`src/verilog/bbc_pkg.sv`:
```
// shared constants and types for the branch, bit and control opcode decoder
package bbc_pkg;

  localparam int PC_W       = 12;
  localparam int STK_DEPTH  = 2;
  localparam int STK_IDX_W  = 1;

  // relative branch group: op[7]==0, op[6:5] picks the condition, op[4:0] is the offset
  localparam int          BR_GROUP_BIT = 7;
  localparam int          COND_MSB     = 6;
  localparam int          COND_LSB     = 5;
  localparam int          OFS5_MSB     = 4;
  localparam logic [1:0]  COND_ZERO_CLEAR  = 2'h0;
  localparam logic [1:0]  COND_ZERO_SET    = 2'h1;
  localparam logic [1:0]  COND_CARRY_CLEAR = 2'h2;
  localparam logic [1:0]  COND_CARRY_SET   = 2'h3;
  localparam logic [1:0]  COND_HIGHER_SAME_ALIAS = COND_CARRY_CLEAR;
  localparam logic [1:0]  COND_LOWER_ALIAS       = COND_CARRY_SET;

  // bit groups: base opcode plus bit number in op[2:0], op[3] is the polarity
  localparam logic [7:0]  OPC_TEST_BIT_BRANCH_IF_ZERO = 8'hC0;
  localparam logic [7:0]  OPC_TEST_BIT_BRANCH_IF_ONE  = 8'hC8;
  localparam logic [7:0]  OPC_BIT_FORCE_ZERO          = 8'hD0;
  localparam logic [7:0]  OPC_BIT_FORCE_ONE           = 8'hD8;
  localparam int          POL_BIT      = 3;
  localparam logic [7:0]  BASE_MASK    = 8'hF8;
  localparam logic [7:0]  GROUP_MASK   = 8'hF0;
  localparam logic [2:0]  SIGN_BIT     = 3'h7;

  // control group
  localparam logic [7:0]  OPC_ACC_TO_XINDEX  = 8'hBC;
  localparam logic [7:0]  OPC_ACC_TO_YINDEX  = 8'hBD;
  localparam logic [7:0]  OPC_XINDEX_TO_ACC  = 8'hAC;
  localparam logic [7:0]  OPC_YINDEX_TO_ACC  = 8'hAD;
  localparam logic [7:0]  OPC_SUB_RETURN     = 8'hB3;
  localparam logic [7:0]  OPC_INTERRUPT_RETURN = 8'hB2;
  localparam logic [7:0]  OPC_NO_OPERATION_ALIAS = 8'h20;

  // register locations in data RAM
  localparam logic [7:0]  ADDR_ACC    = 8'hFF;
  localparam logic [7:0]  ADDR_XINDEX = 8'h80;
  localparam logic [7:0]  ADDR_YINDEX = 8'h81;

  // machine cycles and lengths
  localparam logic [2:0]  CYC_BR    = 3'h2;
  localparam logic [2:0]  CYC_BTB   = 3'h5;
  localparam logic [2:0]  CYC_BSC   = 3'h4;
  localparam logic [2:0]  CYC_XFER  = 3'h4;
  localparam logic [2:0]  CYC_RET   = 3'h2;
  localparam logic [2:0]  CYC_OTHER = 3'h2;
  localparam logic [1:0]  LEN_ONE   = 2'h1;
  localparam logic [1:0]  LEN_TWO   = 2'h2;
  localparam logic [1:0]  LEN_THREE = 2'h3;

  typedef enum logic {ST_FETCH, ST_EXEC} bbc_state_t;
  typedef enum logic [2:0] {CL_BR, CL_BTB, CL_BSC, CL_XFER, CL_RET, CL_OTHER} bbc_class_t;

endpackage

```
`src/verilog/bbc_decoder.sv`:
```
// branch, bit manipulation and control opcode decoder and executer
`timescale 1ns/1ps
`default_nettype none

module bbc_decoder import bbc_pkg::*; #(
  parameter int MC_DIV = 4
) (
  input  wire logic            ref_clk,
  input  wire logic            rst,
  input  wire logic [7:0]      prog_data,
  input  wire logic            flag_load,
  input  wire logic            flag_zero_in,
  input  wire logic            flag_carry_in,
  input  wire logic            ext_call,
  input  wire logic [PC_W-1:0] ext_call_target,
  output logic      [PC_W-1:0] prog_addr,
  output logic                 instr_done,
  output logic                 unimp_op,
  output logic                 call_ack,
  output logic                 zero_flag,
  output logic                 carry_flag,
  output logic      [7:0]      acc_val,
  output logic      [7:0]      xindex_val,
  output logic      [7:0]      yindex_val
);

  initial begin
    if (MC_DIV < 2 || MC_DIV > 256) begin
      $error("MC_DIV must lie in 2..256");
    end
  end

  localparam logic [7:0] DIV_LAST = 8'(MC_DIV - 1);

  typedef struct packed {
    bbc_state_t                      st;
    logic [PC_W-1:0]                 pc;
    logic [PC_W-1:0]                 prog_addr;
    logic [7:0]                      op;
    logic [7:0]                      opr1;
    logic [7:0]                      opr2;
    logic [2:0]                      cyc;
    logic [2:0]                      tot;
    logic                            zero;
    logic                            carry;
    logic [STK_DEPTH-1:0][PC_W-1:0]  stk_pc;
    logic [STK_DEPTH-1:0]            stk_z;
    logic [STK_DEPTH-1:0]            stk_c;
    logic [1:0]                      sp;
    logic [7:0]                      div;
    logic                            tick;
    logic                            done;
    logic                            unimp;
    logic                            ack;
    logic                            we;
    logic [7:0]                      wa;
    logic [7:0]                      wd;
    logic [7:0]                      acc;
    logic [7:0]                      xr;
    logic [7:0]                      yr;
  } bbc_core_t;

  bbc_core_t s_ff;
  bbc_core_t nxt_s;
  logic [7:0] ram [256];
  logic       fin;

  function automatic bbc_class_t op_class(input logic [7:0] op);
    if (!op[BR_GROUP_BIT])                                   return CL_BR;
    if ((op & GROUP_MASK) == OPC_TEST_BIT_BRANCH_IF_ZERO)    return CL_BTB;
    if ((op & GROUP_MASK) == OPC_BIT_FORCE_ZERO)             return CL_BSC;
    if (op == OPC_ACC_TO_XINDEX || op == OPC_ACC_TO_YINDEX ||
        op == OPC_XINDEX_TO_ACC || op == OPC_YINDEX_TO_ACC)  return CL_XFER;
    if (op == OPC_SUB_RETURN || op == OPC_INTERRUPT_RETURN)  return CL_RET;
    return CL_OTHER;
  endfunction

  function automatic logic [2:0] op_cycles(input logic [7:0] op);
    case (op_class(op))
      CL_BR:   return CYC_BR;
      CL_BTB:  return CYC_BTB;
      CL_BSC:  return CYC_BSC;
      CL_XFER: return CYC_XFER;
      CL_RET:  return CYC_RET;
      default: return CYC_OTHER;
    endcase
  endfunction

  function automatic logic [1:0] op_bytes(input logic [7:0] op);
    case (op_class(op))
      CL_BTB:  return LEN_THREE;
      CL_BSC:  return LEN_TWO;
      default: return LEN_ONE;
    endcase
  endfunction

  function automatic logic [PC_W-1:0] sext5(input logic [4:0] v);
    return {{(PC_W-5){v[OFS5_MSB]}}, v};
  endfunction

  function automatic logic [PC_W-1:0] sext8(input logic [7:0] v);
    return {{(PC_W-8){v[7]}}, v};
  endfunction

  function automatic logic br_taken(input logic [1:0] cond, input logic z, input logic c);
    case (cond)
      COND_ZERO_CLEAR:  return !z;
      COND_ZERO_SET:    return z;
      COND_CARRY_CLEAR: return !c; // also the higher-same alias
      default:          return c;  // carry set, also the lower alias
    endcase
  endfunction

  assign fin = (s_ff.st == ST_EXEC) && s_ff.tick && (3'(s_ff.cyc + 3'h1) == s_ff.tot);

  always_comb begin
    logic [7:0]      rd;
    logic [PC_W-1:0] pc_inc;
    rd         = ram[s_ff.opr1];
    pc_inc     = PC_W'(s_ff.pc + 1'b1);
    nxt_s      = s_ff;
    nxt_s.done = 1'b0;
    nxt_s.unimp = 1'b0;
    nxt_s.ack  = 1'b0;
    nxt_s.we   = 1'b0;
    nxt_s.tick = (s_ff.div == DIV_LAST);
    nxt_s.div  = (s_ff.div == DIV_LAST) ? 8'h00 : 8'(s_ff.div + 8'h01);
    // the mirrors follow the RAM write so the outputs stay flop-driven
    if (s_ff.we && s_ff.wa == ADDR_ACC) begin
      nxt_s.acc = s_ff.wd;
    end
    if (s_ff.we && s_ff.wa == ADDR_XINDEX) begin
      nxt_s.xr = s_ff.wd;
    end
    if (s_ff.we && s_ff.wa == ADDR_YINDEX) begin
      nxt_s.yr = s_ff.wd;
    end
    case (s_ff.st)
      ST_FETCH: begin
        if (s_ff.tick) begin
          nxt_s.op        = prog_data;
          nxt_s.pc        = pc_inc;
          nxt_s.prog_addr = pc_inc;
          nxt_s.cyc       = 3'h1;
          nxt_s.tot       = op_cycles(prog_data);
          nxt_s.st        = ST_EXEC;
        end else begin
          // side requests only between ticks so they never race an opcode fetch
          if (flag_load) begin
            nxt_s.zero  = flag_zero_in;
            nxt_s.carry = flag_carry_in;
          end
          if (ext_call && s_ff.sp != 2'(STK_DEPTH)) begin
            nxt_s.stk_pc[STK_IDX_W'(s_ff.sp)] = s_ff.pc;
            nxt_s.stk_z[STK_IDX_W'(s_ff.sp)]  = flag_load ? flag_zero_in : s_ff.zero;
            nxt_s.stk_c[STK_IDX_W'(s_ff.sp)]  = flag_load ? flag_carry_in : s_ff.carry;
            nxt_s.sp        = 2'(s_ff.sp + 2'h1);
            nxt_s.pc        = ext_call_target;
            nxt_s.prog_addr = ext_call_target;
            nxt_s.ack       = 1'b1;
          end
        end
      end
      ST_EXEC: begin
        if (s_ff.tick) begin
          nxt_s.cyc = 3'(s_ff.cyc + 3'h1);
          if (s_ff.cyc == 3'h1 && op_bytes(s_ff.op) != LEN_ONE) begin
            nxt_s.opr1      = prog_data;
            nxt_s.pc        = pc_inc;
            nxt_s.prog_addr = pc_inc;
          end
          if (s_ff.cyc == 3'h2 && op_bytes(s_ff.op) == LEN_THREE) begin
            nxt_s.opr2      = prog_data;
            nxt_s.pc        = pc_inc;
            nxt_s.prog_addr = pc_inc;
          end
        end
        if (fin) begin
          nxt_s.st   = ST_FETCH;
          nxt_s.done = 1'b1;
          case (op_class(s_ff.op))
            CL_BR: begin
              // zero offset on the zero-set branch is the no-operation form
              if (br_taken(s_ff.op[COND_MSB:COND_LSB], s_ff.zero, s_ff.carry)) begin
                nxt_s.pc = PC_W'(s_ff.pc + sext5(s_ff.op[OFS5_MSB:0]));
              end
            end
            CL_BTB: begin
              nxt_s.carry = rd[s_ff.op[2:0]];
              if (rd[s_ff.op[2:0]] == s_ff.op[POL_BIT]) begin
                nxt_s.pc = PC_W'(s_ff.pc + sext8(s_ff.opr2));
              end
            end
            CL_BSC: begin
              nxt_s.we = 1'b1;
              nxt_s.wa = s_ff.opr1;
              nxt_s.wd = rd;
              nxt_s.wd[s_ff.op[2:0]] = s_ff.op[POL_BIT];
            end
            CL_XFER: begin
              nxt_s.we = 1'b1;
              case (s_ff.op)
                OPC_ACC_TO_XINDEX: begin
                  nxt_s.wa = ADDR_XINDEX;
                  nxt_s.wd = ram[ADDR_ACC];
                end
                OPC_ACC_TO_YINDEX: begin
                  nxt_s.wa = ADDR_YINDEX;
                  nxt_s.wd = ram[ADDR_ACC];
                end
                OPC_XINDEX_TO_ACC: begin
                  nxt_s.wa   = ADDR_ACC;
                  nxt_s.wd   = ram[ADDR_XINDEX];
                  nxt_s.zero = (ram[ADDR_XINDEX] == 8'h00);
                end
                default: begin
                  nxt_s.wa   = ADDR_ACC;
                  nxt_s.wd   = ram[ADDR_YINDEX];
                  nxt_s.zero = (ram[ADDR_YINDEX] == 8'h00);
                end
              endcase
            end
            CL_RET: begin
              // an empty stack simply falls through to the next byte
              if (s_ff.sp != 2'h0) begin
                nxt_s.pc = s_ff.stk_pc[STK_IDX_W'(s_ff.sp - 2'h1)];
                nxt_s.sp = 2'(s_ff.sp - 2'h1);
                if (s_ff.op == OPC_INTERRUPT_RETURN) begin
                  nxt_s.zero  = s_ff.stk_z[STK_IDX_W'(s_ff.sp - 2'h1)];
                  nxt_s.carry = s_ff.stk_c[STK_IDX_W'(s_ff.sp - 2'h1)];
                end
              end
            end
            default: begin
              nxt_s.unimp = 1'b1;
            end
          endcase
          nxt_s.prog_addr = nxt_s.pc;
        end
      end
      default: begin
        nxt_s.st = ST_FETCH;
      end
    endcase
  end

  always_ff @(posedge ref_clk) begin
    if (rst) begin
      s_ff <= '0;
    end else begin
      s_ff <= nxt_s;
    end
  end

  // RAM holds no reset so it maps onto plain storage
  always_ff @(posedge ref_clk) begin
    if (s_ff.we) begin
      ram[s_ff.wa] <= s_ff.wd;
    end
  end

  assign prog_addr  = s_ff.prog_addr;
  assign instr_done = s_ff.done;
  assign unimp_op   = s_ff.unimp;
  assign call_ack   = s_ff.ack;
  assign zero_flag  = s_ff.zero;
  assign carry_flag = s_ff.carry;
  assign acc_val    = s_ff.acc;
  assign xindex_val = s_ff.xr;
  assign yindex_val = s_ff.yr;
endmodule

`default_nettype wire

```
`config.mk`:
```
export PLATFORM = sky130hd
export DESIGN_NAME = bbc_decoder
export DESIGN_NICKNAME = d
export VERILOG_FILES = /design/src/verilog/bbc_pkg.sv /design/src/verilog/bbc_decoder.sv
export SDC_FILE = /design/constraint.sdc
export NUM_CORES = 2
export LEC_CHECK = 0
export BUFFER_PORTS_ARGS = -buffer_cell sky130_fd_sc_hd__buf_2
export CORE_MARGIN = 1
export CORE_UTILIZATION = 50
export DETAILED_ROUTE_END_ITERATION = 7
export PLACE_DENSITY = 0.65
export SLEW_MARGIN = 25
export SYNTH_ARGS = -nofsm -noshare
export SYNTH_HDL_FRONTEND = slang
export SYNTH_SLANG_ARGS = --single-unit
```
`constraint.sdc`:
```
create_clock -name ref_clk -period 5.6 [get_ports ref_clk]
set_clock_uncertainty 0.05 [all_clocks]
set_input_delay 0.84 -clock ref_clk [delete_from_list [all_inputs] [get_ports ref_clk]]
set_output_delay 0.84 -clock ref_clk [all_outputs]
set_load 0.005 [all_outputs]
```
---- After elaboration in Yosys (flattened, before gate mapping) ----
Memories as Yosys holds them, arrays and structs flattened. A register that Yosys moved wholly into a read port is not among the register bits.
Index checks and enable logic that the tools add are counted.
cells by class
  equality and inequality tests ........... 54
  bitwise logic cells ..................... 3
  divide/modulo/power cells ............... 0
  multipliers ............................. 0
  mux-type cells .......................... 177
  reductions and logical operators ........ 43
  order comparisons ....................... 5
  add/sub/neg operators ................... 7
  shift-type cells ........................ 0
operators by type and width
  operator               number
  $mux 3                 42
  $eq 8x8->1 const B     15
  $mux 24                5
  $mux 1                 87
  $mux 12                6
  $pmux 25 s2            1
  $pmux 15 s3            1
  $pmux 12 s3            1
  $pmux 17 s2            1
  $mux 32                1
  $mux 30                1
  $mux 25                1
  $add 12x12->12         2
  $bwmux 24              1
  $mux 2                 10
  $eq 3x2->1 const B     6
  $eq 4x4->1 const B     4
  $logic_not 8->1        2
  $mux 8                 2
  $reduce_and 3->1       5
  $add 12x1->12 const B  1
  $demux 12 s1           1
  $eq 3x1->1 const B     4
  $ne 2x2->1 const B     6
  other kinds (43)       83
word-level totals
  bits in registers ....................... 140
  memory bits (writable) .................. 2048
  output and inout port bits .............. 41
  ROM bits ................................ 0
  logic and storage cells ................. 316
  input bits .............................. 26
  latch bits .............................. 0
  memories ................................ 1
memory list
  memory  words  bits a word  read ports  clocked after memory_dff  write ports  RTL line           RTL
  ram     256    8            4           1                         1            bbc_decoder.sv:65  logic [7:0] ram [256];

---- Logic depth before layout (Yosys ltp) ----
  depth in word-level cells ............... 41
  depth in mapped cells ................... 19
  depth with buffers taken out ............ 14

---- Worst setup path before layout ----
OpenSTA, ideal clock, no wires.
  path type ............................... reg-to-reg
  start point ............................. reg s_ff[24] (netlist name)
  end point ............................... mem ram[0][0], data pin
  data required time ...................... 4685 ps
  data arrival time ....................... 3443 ps
  stages on the path, launching flop included .. 1
  period minus slack after synthesis ...... 4359 ps
  path slack .............................. 1241 ps
  library setup time ...................... 865 ps
  buffers on the path ..................... 0
  cells stage by stage .................... dfxtp_1
RTL lines
  element                 RTL line            RTL
  start, declared         bbc_decoder.sv:63   bbc_core_t s_ff;
  start signal, assigned  bbc_decoder.sv:251  s_ff <= nxt_s;
  end, declared           bbc_decoder.sv:65
Straight into the memory's write port.

==> results.py <==
metrics = {
    "status": {
        "status": "completed",
    },
    "logic_synthesis": {
        "postSynthCellCount": 4998,
        "synth.most_common_cell": "edfxtp_1",
        "synthDistinctLibCells": 91,
        "yosys.area.top_type": "edfxtp_1",
        "ys_warn_count": 0,
        "synth_top_area_share_pct": 69.32,
        "ys.flop_type": "edfxtp_1",
        "syn_area_um2": 88720,
        "async_reset_ff_share_pct": 0,
        "synthesis.nets": 5056,
        "synth_common_cells": "edfxtp_1, nor2_1, mux4_2",
        "avgSynthCellArea_um2": 17.75,
        "ys_ff_latch": 2196,
        "yosysSeqAreaShare_pct": 72.66,
        "synthTopCellsByArea": "edfxtp_1, mux4_2, dfxtp_1",
        "synth_edf_count": 2048,
    },
    "power": {
        "power_density_nw_per_um2": 334.4,
        "ir_drop_mv": 0.2628,
        "leakage_nw": 31.13,
        "power_mw": 33.27,
    },
    "route": {
        "remaining_drc_errors": 0,
        "viasPerCell": 6.365,
        "detail-route-antenna-nets": 0,
        "wirelength_mm": 236.0,
        "drtIter0Drc": 6183,
        "firstDrtPassIters": 6,
        "wl_per_cell_um": 30.82,
        "vias": 48737,
    },
    "hold_path": {
        "hold_class": "in2reg",
    },
    "place": {
        "dpl_cell_area_um2": 92040,
        "gp_congestion": 0.8988,
        "port_buffers": 66,
        "place_hpwl_mm": 150.1,
    },
    "grt": {
        "grt_overflow_total": 0,
        "first_global_vias": 47221,
        "grtUsageTotal_pct": 26.21,
        "grt_max_degree": 254,
        "grt_pass1_wl_mm": 339.1,
        "grt_antenna_before_repair": 10,
    },
    "finish": {
        "seqCellArea_um2": 64510,
        "fill_cells": 13283,
        "diodes": 0,
        "multi_input_area_um2": 22240,
        "nets": 5197,
        "area_delta_synth_final_pct": 12.14,
        "drive_above_1_share_pct": 20.88,
        "final_area_um2": 99480,
    },
    "critical_path": {
        "critPathLaunchType": "flop",
        "critPathArrivalTime_ns": 6.11,
        "required_ns": 6.23,
        "crit_type": "reg2reg",
        "crit_fanout": 27,
        "end_kind": "flop",
    },
    "die": {
        "dieArea_um2": 179100,
        "coreArea_um2": 176100,
        "initial_utilization_pct": 50.38,
        "die_h_um": 423.2,
        "rows": 154,
        "num_io_pins": 67,
        "dieWidth_um": 423.2,
    },
    "clocking": {
        "clock_latency_ns": 0.88,
        "clkTransAtPathRegs_ns": 0.06,
        "cts_buffer_depth": 3,
        "numCtsBuffers": 214,
        "cts.sinks": 2196,
        "postCtsHoldBufs": 0,
        "tritoncts": "yes",
        "clockRootBuffer": "clkbuf_16",
        "h-tree-depth": 4,
    },
    "sta": {
        "finalSetupViolCount": 0,
        "tightest_slew_ns": 1.197,
        "fin_crit_sh_pct": 97.85,
        "slew_violations": 0,
        "grt_setup_unrepaired": "false",
        "hold_viol_final": 0,
        "max_freq_mhz": 182.5,
        "slew_headroom_pct": 19.61,
        "setup-tns-final_ns": 0,
        "min_period_ns": 5.480,
    },
    "job": {
        "max-cap-violations": 0,
    },
}
[per-stage QoR]
stage	instances	hold WS (ns)	worst slack (ns)	utilization (%)
after global placement	7262	0.3882	-0.4045	52.25
after detailed placement	7262	0.3958	-0.05938	52.26
after floorplan	4998	0.3818	1.241	-
after global routing	7657	0.1964	0.1408	56.49
final	7657	0.2137	0.1202	56.49
after CTS	7656	0.1652	0.1416	56.45
[path summary, 6_finish.rpt]
path | cells after the start | startpoint | end | slack (ns)
worst max-delay path | 15 | flop | prog_addr[1]$_SDFFE_PP0P_ | 0.12
worst min register to register | 2 | yindex_val[0]$_SDFFE_PP0P_ | yindex_val[0]$_SDFFE_PP0P_ | 0.40
worst min-delay path | 3 | flag_zero_in | zero_flag$_SDFFE_PP0P_ | 0.21
worst max register to register | 15 | flop | prog_addr[1]$_SDFFE_PP0P_ | 0.12
[cell type report]
cell class	count	share of cell area (%)
clock buffer	248	5.584
clock inverter	146	1.826
inverter	28	0.1056
multi-input combinational	2437	22.36
sequential	2196	64.85
tap	2340	2.943
timing repair buffer	262	2.337
[logic make-up after synthesis]
group                      count (synthesis)  share of synthesized area, %
adders and majority gates                 32                        0.4682
muxes                                    709                         14.01
AOI/OAI and AO/OA                        615                         4.732
DFF                                     2196                         72.66
buffers and inverters                    365                         2.389
xor gates and xnor gates                  54                        0.5416
and+or+nand+nor                         1027                         5.196
[repair_timing]
| action | 4_1_cts | 5_1_grt |
|---|---|---|
| gates resized for setup | 1 | 5 |
| setup endpoints to repair | 11 | 10 |
| pin swaps | 0 | 0 |
| buffers inserted | 0 | 0 |
[routing by layer]
metal / track usage (%) / up-vias / part of all wire (%)
met5: 0 / - / 0.014
met4: 7.641 / 4 / 2.9
met2: 40.04 / 2535 / 46
met1: 38.05 / 25521 / 41
met3: 5.668 / 367 / 9.9
li1: - / 20310 / -
[state kept, by name (all words and copies together), names as in the netlist, 8 cells and up, named ones only]
signal / cells
yindex_val: 8
prog_addr: 12
ram: 2048
acc_val: 8
xindex_val: 8
s_ff: 71
[where the power goes]
group,internal [mW],leakage [nW],switching [mW]
logic,0.192,7.39,0.304
clock network,8.71,3.56,6.30
registers,17.7,20.2,0.0650
[cells in the final DEF, fill, tap and decap left out, drive strengths merged, types with 11 or more instances in the layout]
master,n
a22oi,111
a211oi,50
xnor2,39
nor3,41
nand2b,21
o211ai,20
nand3,70
bufinv,34
edfxtp,2048
mux4,422
nand4,18
ha,30
mux2,39
or3,13
and3,23
a311oi,13
clkinvlp,11
nor2,442
nor2b,31
a21oi,178
a22o,13
dfxtp,148
and2,15
o22ai,34
clkbuf,248
a221oi,26
nand2,285
nor4,14
clkinv,96
buf,262
o21ai,56
xor2,15
mux2i,248
inv,33
o221ai,19
[worst max-delay path: stages, from the launching register on]
cell and delay [ns]:
dfxtp_4 0.76, buf_12 0.28, or3b_2 0.63, o22ai_1 0.27, nor4b_2 0.12, nor4_1 0.59
buf_4 0.26, o211ai_1 0.12, nor4_1 0.59, a311o_1 0.28, a211oi_4 0.14, xnor2_2 0.24
buf_12 0.19, mux2_2 0.35, a21oi_1 0.19, a311oi_1 0.11
No activity file was read; power rests on OpenSTA's default activity.
